===== config.mk =====
export PLATFORM = sky130hd
export DESIGN_NAME = tocu_top
export DESIGN_NICKNAME = d
export VERILOG_FILES = /design/src/tocu_pkg.sv /design/src/tocu_top.sv
export VERILOG_INCLUDE_DIRS = /design/src /design/src/src
export SDC_FILE = /design/constraint.sdc
export NUM_CORES = 1
export LEC_CHECK = 0
export BUFFER_PORTS_ARGS = -buffer_cell sky130_fd_sc_hd__buf_2
export CORE_MARGIN = 3
export CORE_UTILIZATION = 46
export DETAILED_ROUTE_END_ITERATION = 8
export PLACE_DENSITY = 0.81
export SYNTH_ARGS = -nofsm -noshare
export SYNTH_HDL_FRONTEND = slang
export SYNTH_SLANG_ARGS = --single-unit

===== constraint.sdc =====
create_clock -name clk_sys_in -period 5.02 [get_ports clk_sys_in]
set_clock_uncertainty 0.1 [all_clocks]
set_input_delay 0.502 -clock clk_sys_in [delete_from_list [all_inputs] [get_ports clk_sys_in]]
set_output_delay 0.502 -clock clk_sys_in [all_outputs]
set_load 0.05 [all_outputs]

===== src/tocu_map.svh =====
/*
 * Constants of the timer output compare unit: waveform mode codes, compare
 * action codes, reset values and counter limits.
 * Assumes inclusion by bare name from the package; the design module uses the macros without including it.
 */
`ifndef TOCU_MAP_SVH
`define TOCU_MAP_SVH

`define TOCU_WGM_NORMAL 4'h0
`define TOCU_WGM_CTC_A 4'h4
`define TOCU_WGM_FAST_8 4'h5
`define TOCU_WGM_FAST_9 4'h6
`define TOCU_WGM_FAST_10 4'h7
`define TOCU_WGM_CTC_CAP 4'hc
`define TOCU_WGM_RSVD 4'hd
`define TOCU_WGM_FAST_CAP 4'he
`define TOCU_WGM_FAST_A 4'hf
`define TOCU_TOP_8 16'h00ff
`define TOCU_TOP_9 16'h01ff
`define TOCU_TOP_10 16'h03ff
`define TOCU_MAX 16'hffff
`define TOCU_ZERO 16'h0000
`define TOCU_ACT_NONE 2'h0
`define TOCU_ACT_TOGGLE 2'h1
`define TOCU_ACT_CLEAR 2'h2
`define TOCU_ACT_SET 2'h3
`define TOCU_RST_WORD 16'h0000
`define TOCU_RST_BYTE 8'h00

`endif


===== src/tocu_pkg.sv =====
/*
 * Types of the timer output compare unit.
 * Assumes tocu_map.svh is on the include path.
 */
`default_nettype none
package tocu_pkg;
	`include "tocu_map.svh"

	// Byte-wide register access of one compare channel.
	typedef struct packed {
		logic wr_high;
		logic wr_low;
		logic [7:0] data;
	} tocu_bus_s;

	// Decoded facts about the current waveform mode.
	typedef struct packed {
		logic pwm;
		logic top_is_a;
		logic top_is_cap;
		logic clear_at_top;
	} tocu_mode_s;

	typedef enum logic [2:0] {
		TOCU_CNT_IDLE = 3'b001,
		TOCU_CNT_RUN = 3'b010,
		TOCU_CNT_HOLD = 3'b100
	} tocu_cnt_e;
endpackage
`default_nettype wire


===== src/tocu_top.sv =====
/*
 * Three output compare channels of a 16-bit timer with its counter.
 * Assumes byte strobes and the timer tick come from logic on clk_sys_in.
 */
`default_nettype none
module tocu_top
	import tocu_pkg::*;
#(
	parameter int CHANNELS = 3
) (
	// Clock and reset
	input wire logic clk_sys_in,
	input wire logic rst_b_in,
	// Timer tick and mode
	input wire logic timer_tick_in,
	input wire logic [3:0] waveform_gen_select_in,
	input wire logic [15:0] capture_value_reg_in,
	// Counter write access
	input wire logic counter_wr_high_in,
	input wire logic counter_wr_low_in,
	input wire logic [7:0] counter_wr_data_in,
	// Per-channel compare access and control
	input wire tocu_bus_s [CHANNELS-1:0] compare_bus_in,
	input wire logic [CHANNELS-1:0] compare_irq_enable_in,
	input wire logic [CHANNELS-1:0] flag_clear_in,
	input wire logic [CHANNELS-1:0] irq_ack_in,
	input wire logic [CHANNELS-1:0] force_match_strobe_in,
	input wire logic [CHANNELS-1:0][1:0] compare_output_action_in,
	input wire logic [CHANNELS-1:0] port_value_in,
	input wire logic [CHANNELS-1:0] pin_direction_bit_in,
	// Counter and compare state
	output logic [15:0] counter_value_out,
	output logic [CHANNELS-1:0][15:0] compare_value_reg_out,
	output logic [CHANNELS-1:0][7:0] compare_value_high_out,
	output logic [CHANNELS-1:0][7:0] compare_value_low_out,
	output logic [CHANNELS-1:0] compare_match_flag_out,
	output logic [CHANNELS-1:0] irq_out,
	// Waveform outputs and pins
	output logic [CHANNELS-1:0] waveform_output_bit_out,
	output logic [CHANNELS-1:0] pin_out,
	output logic [CHANNELS-1:0] pin_oe_out
);

	// ------------------------------------------------------------
	// Mode decode
	// ------------------------------------------------------------

	function automatic tocu_mode_s decode_mode(input logic [3:0] wgm);
		tocu_mode_s m;
		m.pwm = !(wgm == `TOCU_WGM_NORMAL || wgm == `TOCU_WGM_CTC_A || wgm == `TOCU_WGM_CTC_CAP
			|| wgm == `TOCU_WGM_RSVD);
		m.top_is_a = (wgm == `TOCU_WGM_CTC_A) || (wgm == 4'h9) || (wgm == 4'hb) || (wgm == `TOCU_WGM_FAST_A);
		m.top_is_cap = (wgm == `TOCU_WGM_CTC_CAP) || (wgm == 4'h8) || (wgm == 4'ha) || (wgm == `TOCU_WGM_FAST_CAP);
		m.clear_at_top = (wgm == `TOCU_WGM_CTC_A) || (wgm == `TOCU_WGM_CTC_CAP) || (wgm == `TOCU_WGM_FAST_8)
			|| (wgm == `TOCU_WGM_FAST_9) || (wgm == `TOCU_WGM_FAST_10) || (wgm == `TOCU_WGM_FAST_CAP)
			|| (wgm == `TOCU_WGM_FAST_A);
		return m;
	endfunction

	// Action of one match on the output bit; zero keeps it.
	function automatic logic apply_action(input logic [1:0] act, input logic cur);
		case (act)
			`TOCU_ACT_TOGGLE: apply_action = !cur;
			`TOCU_ACT_CLEAR: apply_action = 1'b0;
			`TOCU_ACT_SET: apply_action = 1'b1;
			default: apply_action = cur;
		endcase
	endfunction

	tocu_mode_s mode;
	logic [15:0] top_value;
	logic at_top;
	logic at_zero;
	logic up;
	logic [7:0] stage_high;
	logic block_next;
	logic [CHANNELS-1:0][15:0] buffer_value;
	logic [CHANNELS-1:0] match;
	logic [CHANNELS-1:0] match_pend;
	logic counter_write;
	tocu_cnt_e cnt_state;

	assign mode = decode_mode(waveform_gen_select_in);
	assign counter_write = counter_wr_low_in;

	always_comb begin
		case (waveform_gen_select_in)
			`TOCU_WGM_FAST_8: top_value = `TOCU_TOP_8;
			`TOCU_WGM_FAST_9: top_value = `TOCU_TOP_9;
			`TOCU_WGM_FAST_10: top_value = `TOCU_TOP_10;
			default: begin
				if (mode.top_is_a) begin
					top_value = compare_value_reg_out[0];
				end else if (mode.top_is_cap) begin
					top_value = capture_value_reg_in;
				end else begin
					top_value = `TOCU_MAX;
				end
			end
		endcase
	end

	// A top match blocked by a counter write is lost, so the counter runs past it.
	assign at_top = mode.clear_at_top ? (counter_value_out == top_value) && !block_next : 1'b0;
	assign at_zero = (counter_value_out == `TOCU_ZERO);
	assign up = !(cnt_state == TOCU_CNT_HOLD);

	// ------------------------------------------------------------
	// Shared high-byte staging and counter
	// ------------------------------------------------------------

	always_ff @(posedge clk_sys_in or negedge rst_b_in) begin
		if (!rst_b_in) begin
			stage_high <= `TOCU_RST_BYTE;
		end else if (counter_wr_high_in) begin
			stage_high <= counter_wr_data_in;
		end else if (|{compare_bus_in[0].wr_high, compare_bus_in[CHANNELS-1].wr_high}) begin
			for (int i = 0; i < CHANNELS; i++) begin
				if (compare_bus_in[i].wr_high) begin
					stage_high <= compare_bus_in[i].data;
				end
			end
		end else begin
			for (int i = 0; i < CHANNELS; i++) begin
				if (compare_bus_in[i].wr_high) begin
					stage_high <= compare_bus_in[i].data;
				end
			end
		end
	end

	always_ff @(posedge clk_sys_in or negedge rst_b_in) begin
		if (!rst_b_in) begin
			cnt_state <= TOCU_CNT_IDLE;
		end else begin
			case (cnt_state)
				TOCU_CNT_IDLE: cnt_state <= timer_tick_in ? TOCU_CNT_RUN : TOCU_CNT_IDLE;
				TOCU_CNT_RUN: cnt_state <= TOCU_CNT_RUN;
				TOCU_CNT_HOLD: cnt_state <= TOCU_CNT_RUN;
				default: cnt_state <= TOCU_CNT_IDLE;
			endcase
		end
	end

	always_ff @(posedge clk_sys_in or negedge rst_b_in) begin
		if (!rst_b_in) begin
			counter_value_out <= `TOCU_RST_WORD;
		end else if (counter_write) begin
			counter_value_out <= {stage_high, counter_wr_data_in};
		end else if (timer_tick_in && up) begin
			if (at_top) begin
				counter_value_out <= `TOCU_ZERO;
			end else begin
				counter_value_out <= counter_value_out + 16'h0001;
			end
		end
	end

	// The block lasts until the next timer tick has been consumed.
	always_ff @(posedge clk_sys_in or negedge rst_b_in) begin
		if (!rst_b_in) begin
			block_next <= 1'b0;
		end else if (counter_write) begin
			block_next <= 1'b1;
		end else if (timer_tick_in) begin
			block_next <= 1'b0;
		end
	end

	// ------------------------------------------------------------
	// Compare channels
	// ------------------------------------------------------------

	for (genvar c = 0; c < CHANNELS; c++) begin : g_chan
		logic [15:0] wr_word;
		assign wr_word = {stage_high, compare_bus_in[c].data};
		assign match[c] = (counter_value_out == compare_value_reg_out[c]);

		always_ff @(posedge clk_sys_in or negedge rst_b_in) begin
			if (!rst_b_in) begin
				buffer_value[c] <= `TOCU_RST_WORD;
			end else if (compare_bus_in[c].wr_low && mode.pwm) begin
				buffer_value[c] <= wr_word;
			end
		end

		// Only CPU writes or buffer transfers change the compare value.
		always_ff @(posedge clk_sys_in or negedge rst_b_in) begin
			if (!rst_b_in) begin
				compare_value_reg_out[c] <= `TOCU_RST_WORD;
			end else if (compare_bus_in[c].wr_low && !mode.pwm) begin
				compare_value_reg_out[c] <= wr_word;
			end else if (mode.pwm && timer_tick_in && (at_top || at_zero)) begin
				compare_value_reg_out[c] <= buffer_value[c];
			end
		end

		always_comb begin
			compare_value_high_out[c] = mode.pwm ? buffer_value[c][15:8] : compare_value_reg_out[c][15:8];
			compare_value_low_out[c] = mode.pwm ? buffer_value[c][7:0] : compare_value_reg_out[c][7:0];
		end

		// Match seen on a tick; flag rises on the following tick.
		always_ff @(posedge clk_sys_in or negedge rst_b_in) begin
			if (!rst_b_in) begin
				match_pend[c] <= 1'b0;
			end else if (timer_tick_in) begin
				match_pend[c] <= match[c] && !block_next && !counter_write;
			end
		end

		// Setting wins over a clear in the same cycle.
		always_ff @(posedge clk_sys_in or negedge rst_b_in) begin
			if (!rst_b_in) begin
				compare_match_flag_out[c] <= 1'b0;
			end else if (timer_tick_in && match_pend[c]) begin
				compare_match_flag_out[c] <= 1'b1;
			end else if (flag_clear_in[c] || (irq_ack_in[c] && compare_irq_enable_in[c])) begin
				compare_match_flag_out[c] <= 1'b0;
			end
		end

		assign irq_out[c] = compare_match_flag_out[c] && compare_irq_enable_in[c];

		// Action bits are read live, so a change acts at the next match.
		always_ff @(posedge clk_sys_in or negedge rst_b_in) begin
			if (!rst_b_in) begin
				waveform_output_bit_out[c] <= 1'b0;
			end else if (!mode.pwm && force_match_strobe_in[c]) begin
				waveform_output_bit_out[c] <= apply_action(compare_output_action_in[c],
					waveform_output_bit_out[c]);
			end else if (timer_tick_in && match_pend[c]) begin
				if (mode.pwm) begin
					waveform_output_bit_out[c] <= (compare_output_action_in[c] == `TOCU_ACT_NONE) ?
						waveform_output_bit_out[c] : compare_output_action_in[c][0];
				end else begin
					waveform_output_bit_out[c] <= apply_action(compare_output_action_in[c],
						waveform_output_bit_out[c]);
				end
			end else if (mode.pwm && timer_tick_in && at_zero && compare_output_action_in[c][1]) begin
				waveform_output_bit_out[c] <= !compare_output_action_in[c][0];
			end
		end

		assign pin_out[c] = (compare_output_action_in[c] != `TOCU_ACT_NONE) ?
			waveform_output_bit_out[c] : port_value_in[c];
		assign pin_oe_out[c] = pin_direction_bit_in[c];
	end

endmodule // tocu_top
`default_nettype wire


==> results.txt, run 1 <==
The flow ran to the end, and the final reports show no timing, DRC or antenna violations. In this run the worst setup path begins at counter_value_out[5]. The sum of net half-perimeters after detailed placement is between 15000 and 20000 um. Measured against its own limit, the worst slew margin works out to ~31%. The number of search-and-repair iterations in the first detailed-routing pass came out at 6. For the worst setup path, the data arrival time is roughly 3800 ps. The sum of routed wire length over all layers came out at roughly 28000 um. The fraction of synthesized cell area taken by the top area cell type is about 40%. The endpoint kind of the worst setup timing path is a flop.

At the worst endpoint, the required time is 5200 ps. The worst reg-to-reg path cell count is 8. The max-slew violation count came out at 0.

The clock passes through at most 2 buffers. The via total after detailed routing is roughly 7800. The net count after synthesis is ~960.

Synthesis inferred 130 register bits. The cell area after technology mapping is 8224 um2. TritonCTS built the clock tree. In this run, the number of DRC markers left after iteration 0 of detailed routing was 697. The minimum period implied by the final worst setup slack came out at about 3600 ps. The final hold violation count came to 0. After detailed routing, the average wire length per cell comes to 21.64 um. The tightest min-delay check is of the input port to flop type. The first global-routing pass estimated 42890 um of wire. The share of the cycle needed by the critical path after routing came out at between 70% and 80%. In this run the horizontal extent of the chip is approximately 140 um. The initial standard-cell utilization of the core is 47.22%.

The setup slack on the worst flop-to-flop path came out at approximately 1400 ps. The I/O pin count came out at approximately 210. In the post-synthesis netlist, the biggest area contributors are dfrtp_1, mux2_2, mux2i_1.

The count of nets after finishing came out at 1134. The commonest cells after synthesis are dfrtp_1, mux2_2, a21oi_1. Compared with the post-synthesis result, the final layout area differs by 21.13%.

The number of setup buffers added after CTS came out at 0. CTS placed an instance of clkbuf_16 at the clock tree root. In the final layout, the share of cells above drive strength 1 is between 30% and 40%. The latest clock arrival within the worst-skew pair is roughly 420 ps.

The maximum number of pins on one net before global-route repair is 62. The area of the die is 19520 um2. The number of antenna-violating nets in the routed design is 0. The core footprint is about 17000 um2. The primary flip-flop cell chosen by synthesis mapping is dfrtp_1. The maximum resistive drop on vdd came out at about 0.3 mV.

The initial antenna violation count is 4. The power density over cell area came out at ~450 nW/um2. Global routing consumed, over all layers together, 28.07% of the routing resources. The die is 139.7 um tall. The analysis attributes to cell leakage a power of 4.313 nW. In this run the worst setup path terminates at counter_value_out[1]. The detail-routed via count per cell came out at between 6 and 7. The via count of the first global-routing pass is ~7500. Clock-pin slew was measured on the worst setup and hold paths at roughly 60 ps.

The critical path is of the flop to flop type. The weighted congestion reported at the end of routability-driven placement came out at 0.9515. After floorplanning, the core was divided into 48 placement rows. The maximum fanout along the worst path came out at 11. The number of enable flip-flop cells after synthesis came out at 0. The total grt overflow is 0. The sequential element share of the synthesized area came out at approximately two fifths.

The cell with the most instances after synthesis is dfrtp_1. The number of maximum-capacitance violations is 0. The final total negative setup slack came out at 0 ps. The startpoint identified for the worst register-to-register timing path is counter_value_out[5]. The hold buffer count at CTS came out at 1. At the pin with the least slew margin, the transition time is 1035 ps. The H-tree depth came out at 4. Gates resized during post-CTS repair numbered 0. Port buffering added 207 buffers. The number of buffers inserted during clock tree synthesis came out at 17.

Setup repair after global routing left no endpoint under its margin. Setup violations remaining at the end of the flow were counted as 0. The startpoint class of the critical path is a flop. The number of sinks handled by clock tree synthesis is 130. The DRC violation count after routing is 0. The number of standard cells after synthesis came out at roughly 900. The fraction of registers with async set/reset came out at 100.0%. The count of synthesis-stage warnings from yosys is 0. Derived from the worst setup path, the maximum achievable clock frequency is between 0.2 and 0.3 GHz. The average footprint of a synthesized cell came out at between 9 and 10 um2. The final core utilization is 57.20%. The biggest area contributor in the post-synthesis netlist is dfrtp_1. The number of distinct library cell variants in the gate-level netlist after synthesis came out at 57. In this run the critical register-to-register path is captured at counter_value_out[1].
[registers in the layout, indices dropped and copies added (netlist names)]
register,flops
compare_match_flag_out,3
buffer_value,48
counter_value_out,16
block_next,1
waveform_output_bit_out,3
compare_value_reg_out,48
match_pend,3
stage_high,8
[layer usage]
| layer | up-vias | track usage [%] | share of wire (%) |
|---|---|---|---|
| li1 | 3490 | - | - |
| met1 | 3745 | 37.53 | 41 |
| met2 | 447 | 43.58 | 46 |
| met3 | 80 | 6.838 | 9.1 |
| met4 | 2 | 12.09 | 3.8 |
| met5 | - | 0 | 0.032 |
[worst min path at each step]
stage / slack (ps) / depth (start not counted) / from / endpoint
6_report: 210 / 3 / counter_wr_data_in[0] / stage_high[0]
3_3_place_gp: 370 / 1 / match_pend[2] / match_pend[2]
2_1_floorplan: 110 / 0 / rst_b_in / block_next
5_1_grt: 220 / 3 / counter_wr_data_in[0] / stage_high[0]
3_5_place_dp: 370 / 1 / match_pend[2] / match_pend[2]
4_1_cts: 200 / 3 / counter_wr_data_in[0] / counter_value_out[0]
[metrics by stage]
stage / setup slack [ps] / power (mW) / cells / hold slack (ps) / cell area, um2
final: 1428 / 4.447 / 1286 / 209.8 / 9962
after global routing: 1295 / 4.613 / 1285 / 222.6 / 9960
after CTS: 1490 / 4.445 / 1283 / 197.0 / 9955
after detailed placement: 1179 / 3.051 / 1250 / 374.1 / 9289
after global placement: 1244 / 3.020 / 1250 / 371.6 / 9289
after floorplan: 1846 / 2.607 / 875 / 106.4 / 8224
[power by group]
| part | switching, mW | internal (mW) |
|---|---|---|
| sequential | 0.291 | 1.21 |
| clock | 0.501 | 0.887 |
| combinational | 1.08 | 0.473 |
[logic make-up after synthesis]
family / count (synthesis) / synth area share, %
flip-flops: 130 / 39.56
multiplexers: 153 / 20.08
XOR/XNOR: 52 / 5.538
AND/OR/NAND/NOR: 236 / 14.12
AO/OA/AOI/OAI: 207 / 14.96
adder cells (fa/ha/maj): 2 / 0.3042
buffers and inverters: 95 / 5.447
[cells in the final DEF, fill, tap and decap left out, types with 8 or more instances in the layout]
cell       count
a21oi_1       89
a31oi_1       21
and3_1         8
buf_2        206
buf_4         12
clkbuf_16     17
dfrtp_1      130
inv_1         27
mux2_2        96
mux2i_1       57
nand2_1       46
nand2b_1      11
nand3_1       21
nand4_1       11
nor2_1        80
nor2b_1       13
nor3_1        14
nor4_1         9
o21ai_0       51
xnor2_1       32
xor2_1        20
[area by class of cell]
type	instances	area, um2
Sequential cell	130	3253
Clock buffer	17	425.4
Multi-Input combinational cell	650	4532
Clock inverter	15	230.2
Inverter	27	101.3
Fill cell	1471	7455
Tap cell	225	281.5
Timing Repair Buffer	219	1131
Antenna cell	3	7.507
[worst max-delay path, stage by stage (launching register included)]
cell       delay [ps]
dfrtp_1           620
nor2b_1           250
a2111oi_1         560
a41o_1            280
nand3_1            90
or4_1             560
or3_1             600
a31oi_1           290
o21ai_0           100
Power figures use the tool's default switching activity.
==> run 2, diff against run 1 <==
- ABC_AREA: default -> 1
- clock period: 5.02 -> 3.5 ns (I/O delays scaled with it)
==> results.txt, run 2 <==
The number of buffers inserted by port buffering is 207 (unchanged). The number of diodes added for antenna fixing is 0 (-3). The count of nets after finishing came out at 1505 (+33%).

The synthesized design spends more area on one cell type than any other, namely dfrtp_1. The hold buffer count at CTS is 1 (unchanged). The share of the cycle needed by the critical path after routing was 79.35% (+7.8 points). The initial antenna violation count is 0 (-4). The power density over cell area came out at 615.1 nW/um2 (+38%).

The area of the die is 19860 um2 (+1.7%). The width of the die is 140.9 um (+0.87%). On the critical path, the stage with the largest delay is an instance of dfrtp_1. The post-synthesis xor/xnor area fraction is 3.661% (-1.9 points). The maximum resistive drop on vdd is 0.3648 mV (+21%). The data arrival time of the critical path came out at 3040 ps (-730 ps). The arithmetic-cell share of the synthesized area counting full adders, half adders and majority gates is 0.2988% (-0.0055 points).

The I/O pin count is 214 (unchanged). The number of setup buffers added after CTS is 0 (unchanged). The total grt overflow came out at 0 (unchanged). The share of the synthesized area in compound gates (AO/OA/AOI/OAI) is 12.76% (-2.2 points).

The startpoint class of the critical path is a flop. The cell area after technology mapping was 8374 um2 (+1.8%). The clock-pin transition on the worst setup and hold timing paths was 60 ps (about the same). The max-slew violation count is 0 (unchanged). The number of buffers inserted during clock tree synthesis came to 17 (unchanged). The initial standard-cell utilization of the core came out at 47.75% (+0.53 points). The latest clock arrival within the worst-skew pair is 420 ps (about the same). Setup repair after global routing left no endpoint under its margin.

The minimum period implied by the final worst setup slack came out at 2777 ps (-815.1 ps). The largest stage delay on the critical path came out at 540 ps (-80 ps). The first-pass GRT wire length came out at 47630 um (+11%). The via total after detailed routing was 9552 (+23%).

The maximum number of pins on one net before global-route repair is 76 (+23%). The count of synthesis-stage warnings from yosys came out at 0 (unchanged). The number of storage elements in the synthesis netlist is 130 (unchanged).

The worst hold-check slack came to 78.65 ps (-131.2 ps). Among cell families on the critical path, the largest total delay comes from simple AND/OR/NAND/NOR gates. The number of DRC markers after the initial detailed-route iteration came out at 1344 (+93%). The multiplexer share of the synthesized area is 0% (-20 points). The worst register-to-register path begins at counter_value_out[0]. The sum of buffers and inverters on the critical path is 1 (+1). The final number of setup-violating endpoints is 0 (unchanged). The net count after synthesis came out at 1331 (+38%). The cell with the most instances after synthesis is nand2_1. The root buffer cell chosen for the clock tree is clkbuf_16. The number of antenna-violating nets in the routed design is 0 (unchanged). The number of sinks handled by clock tree synthesis is 130 (unchanged). Traced cell by cell, the critical path runs through inv_1 > ha_1 > nand4_1 > nor4_1 > nand3_2 > nand3_2 > nand2_1 > nand2_1. The critical path in this run is classified as flop to flop. The TritonCTS clock tree is done. Leaving out fill and tap cells, the most frequent cell in the layout is nand2_1.

The leakage component of the power is 5.507 nW (+28%). The headroom to the max-slew limit is 50.30% (+19 points). The maximum operating frequency is 0.3601 GHz (+29%).

The final hold violation count came out at 0 (unchanged). The routed length per instance is 18.97 um (-12%). The number of maximum-capacitance violations came out at 0 (unchanged). The weighted congestion reported at the end of routability-driven placement is 0.9993 (+5.0%).

Sorting the synthesized cells by area gives the leading types as dfrtp_1, nand2_1, o21ai_0. The maximum fanout along the worst path is 16 (+5). Sorting the synthesized cells by how often they occur yields nand2_1, o21ai_0, dfrtp_1.

The critical path starts at counter_value_out[0]. The die boundary height came to 140.9 um (+0.87%). The largest registers in the layout are buffer_value: 48 flops, compare_value_reg_out: 48 flops, counter_value_out: 16 flops. The fraction of registers with async set/reset is 100.0% (unchanged). The number of distinct library cell variants in the gate-level netlist after synthesis is 36 (-37%).

The measured slew at the worst slew-check pin came out at 745.4 ps (-289.9 ps). The required time at the endpoint of the critical path is 3760 ps (-1440 ps). The fraction of synthesized cell area taken by the top area cell type is 38.85% (-0.71 points).

The clock tree buffer depth is 2 (unchanged). The DRC violation count after routing is 0 (unchanged). The final total negative setup slack came out at 0 ps (unchanged). The via count of the first global-routing pass was 8489 (+14%).

The H-tree depth is 4 (unchanged). The fraction of final layout cells sized beyond drive strength 1 came out at 19.54% (-14 points). STA classifies the critical path endpoint as a flop.

The sequential element share of the synthesized area is 38.85% (-0.71 points). The number of enable flip-flop cells after synthesis is 0 (unchanged). The number of placement rows was 48 (unchanged). The number of standard cells after synthesis came out at 1242 (+42%).

The top cell types in the final layout, fill and taps aside, are nand2_1, buf_2, o21ai_0, dfrtp_1, inv_1. The signed area change from the synthesized netlist to the final layout is 21.02% (about the same). The number of search-and-repair iterations in the first detailed-routing pass came out at 6 (unchanged). The sum of routed wire length over all layers is 31360 um (+13%).

The simple-gate share of the synthesized area is 35.48% (+21 points). The path class of the tightest hold or removal check is input port to flop. The average footprint of a synthesized cell came out at 6.743 um2 (-28%). The setup slack on the worst flop-to-flop path came out at 720 ps (-700 ps). The global-route usage over all layers is 30.92% (+2.8 points).

The number of resized instances in the post-cts repair step was 0 (unchanged). Among all flip-flop cells after synthesis, the most frequent one is dfrtp_1. The worst hold path begins at flag_clear_in[1]. The flow ran to the end, and the final reports show no timing, DRC or antenna violations. The total of fill cells in the finished design is 1655 (+13%).

The sum of net half-perimeters after detailed placement is 22920 um (+18%). The core footprint was 17540 um2 (+0.69%). The main combinational cell family by area after synthesis is simple AND/OR/NAND/NOR gates.

The detail-routed via count per cell is 5.779 (-4.3%).
[run 2: changes by cell type in the layout (fill, tap and decap cells not counted), moves of 13 or more]
cell / before / now
nand3_1: 21 / 59
inv_1: 27 / 103
nand4_1: 11 / 67
mux2_2: 96 / 0
nand2_1: 46 / 441
nor2b_1: 13 / 0
mux2i_1: 57 / 0
buf_4: 12 / 25
a21oi_1: 89 / 15
o21ai_0: 51 / 137
a31oi_1: 21 / 8
[run 2: metal layers]
layer	track usage, %	share of wire [%]
met1	42.15	39
met2	46.98	44
met3	6.818	13
met4	14.58	4.9
met5	0	0
[run 2: power by group]
| group | internal, mW | switching (mW) |
|---|---|---|
| clock network | 1.03 | 0.682 |
| logic | 0.616 | 1.78 |
| registers | 1.75 | 0.372 |
[run 2: path summary, 6_finish.rpt]
kind | to | cells past startpoint
setup / recovery | compare_value_reg_out[38] | 8
setup reg to reg | compare_value_reg_out[38] | 8
hold reg to reg | buffer_value[47] | 2
hold / removal | compare_match_flag_out[1] | 4
max in group asynchronous | buffer_value[47] | 3
min in group asynchronous | buffer_value[22] | 2
[run 2: layout make-up]
class                      count  area [um2]  area share [%]
clock buffer                  21       470.5           4.642
timing repair buffer         233        1249           12.32
sequential                   130        3253           32.10
inverter                     107       401.6           3.963
clock inverter                10       100.1          0.9877
multi-input combinational    927        4379           43.21
tap                          225       281.5           2.778
[run 2: logic make-up after synthesis]
family / count (synthesis)
adder cells (fa/ha/maj): 2
flip-flops: 130
XOR/XNOR: 35
AO/OA/AOI/OAI: 194
AND/OR/NAND/NOR: 696
buffers and inverters: 185
[run 2: stage by stage]
stage          setup slack, ps  utilization (%)  instances  total power [mW]  instance area, um2
2_1_floorplan            953.3                -       1242             3.763                8374
3_3_place_gp             726.7            54.48       1621             4.461                9554
3_5_place_dp             688.6            54.48       1621             4.491                9554
4_1_cts                  815.3            57.79       1653             6.200               10130
5_1_grt                  600.6            57.79       1653             6.485               10130
6_report                 722.8            57.79       1653             6.234               10130
[run 2: tightest hold or removal path: cells and delay by family]
family	cells	cell delay [ps]
AOI/OAI and AO/OA	1	30
buffers and inverters	1	80
and+or+nand+nor	2	110
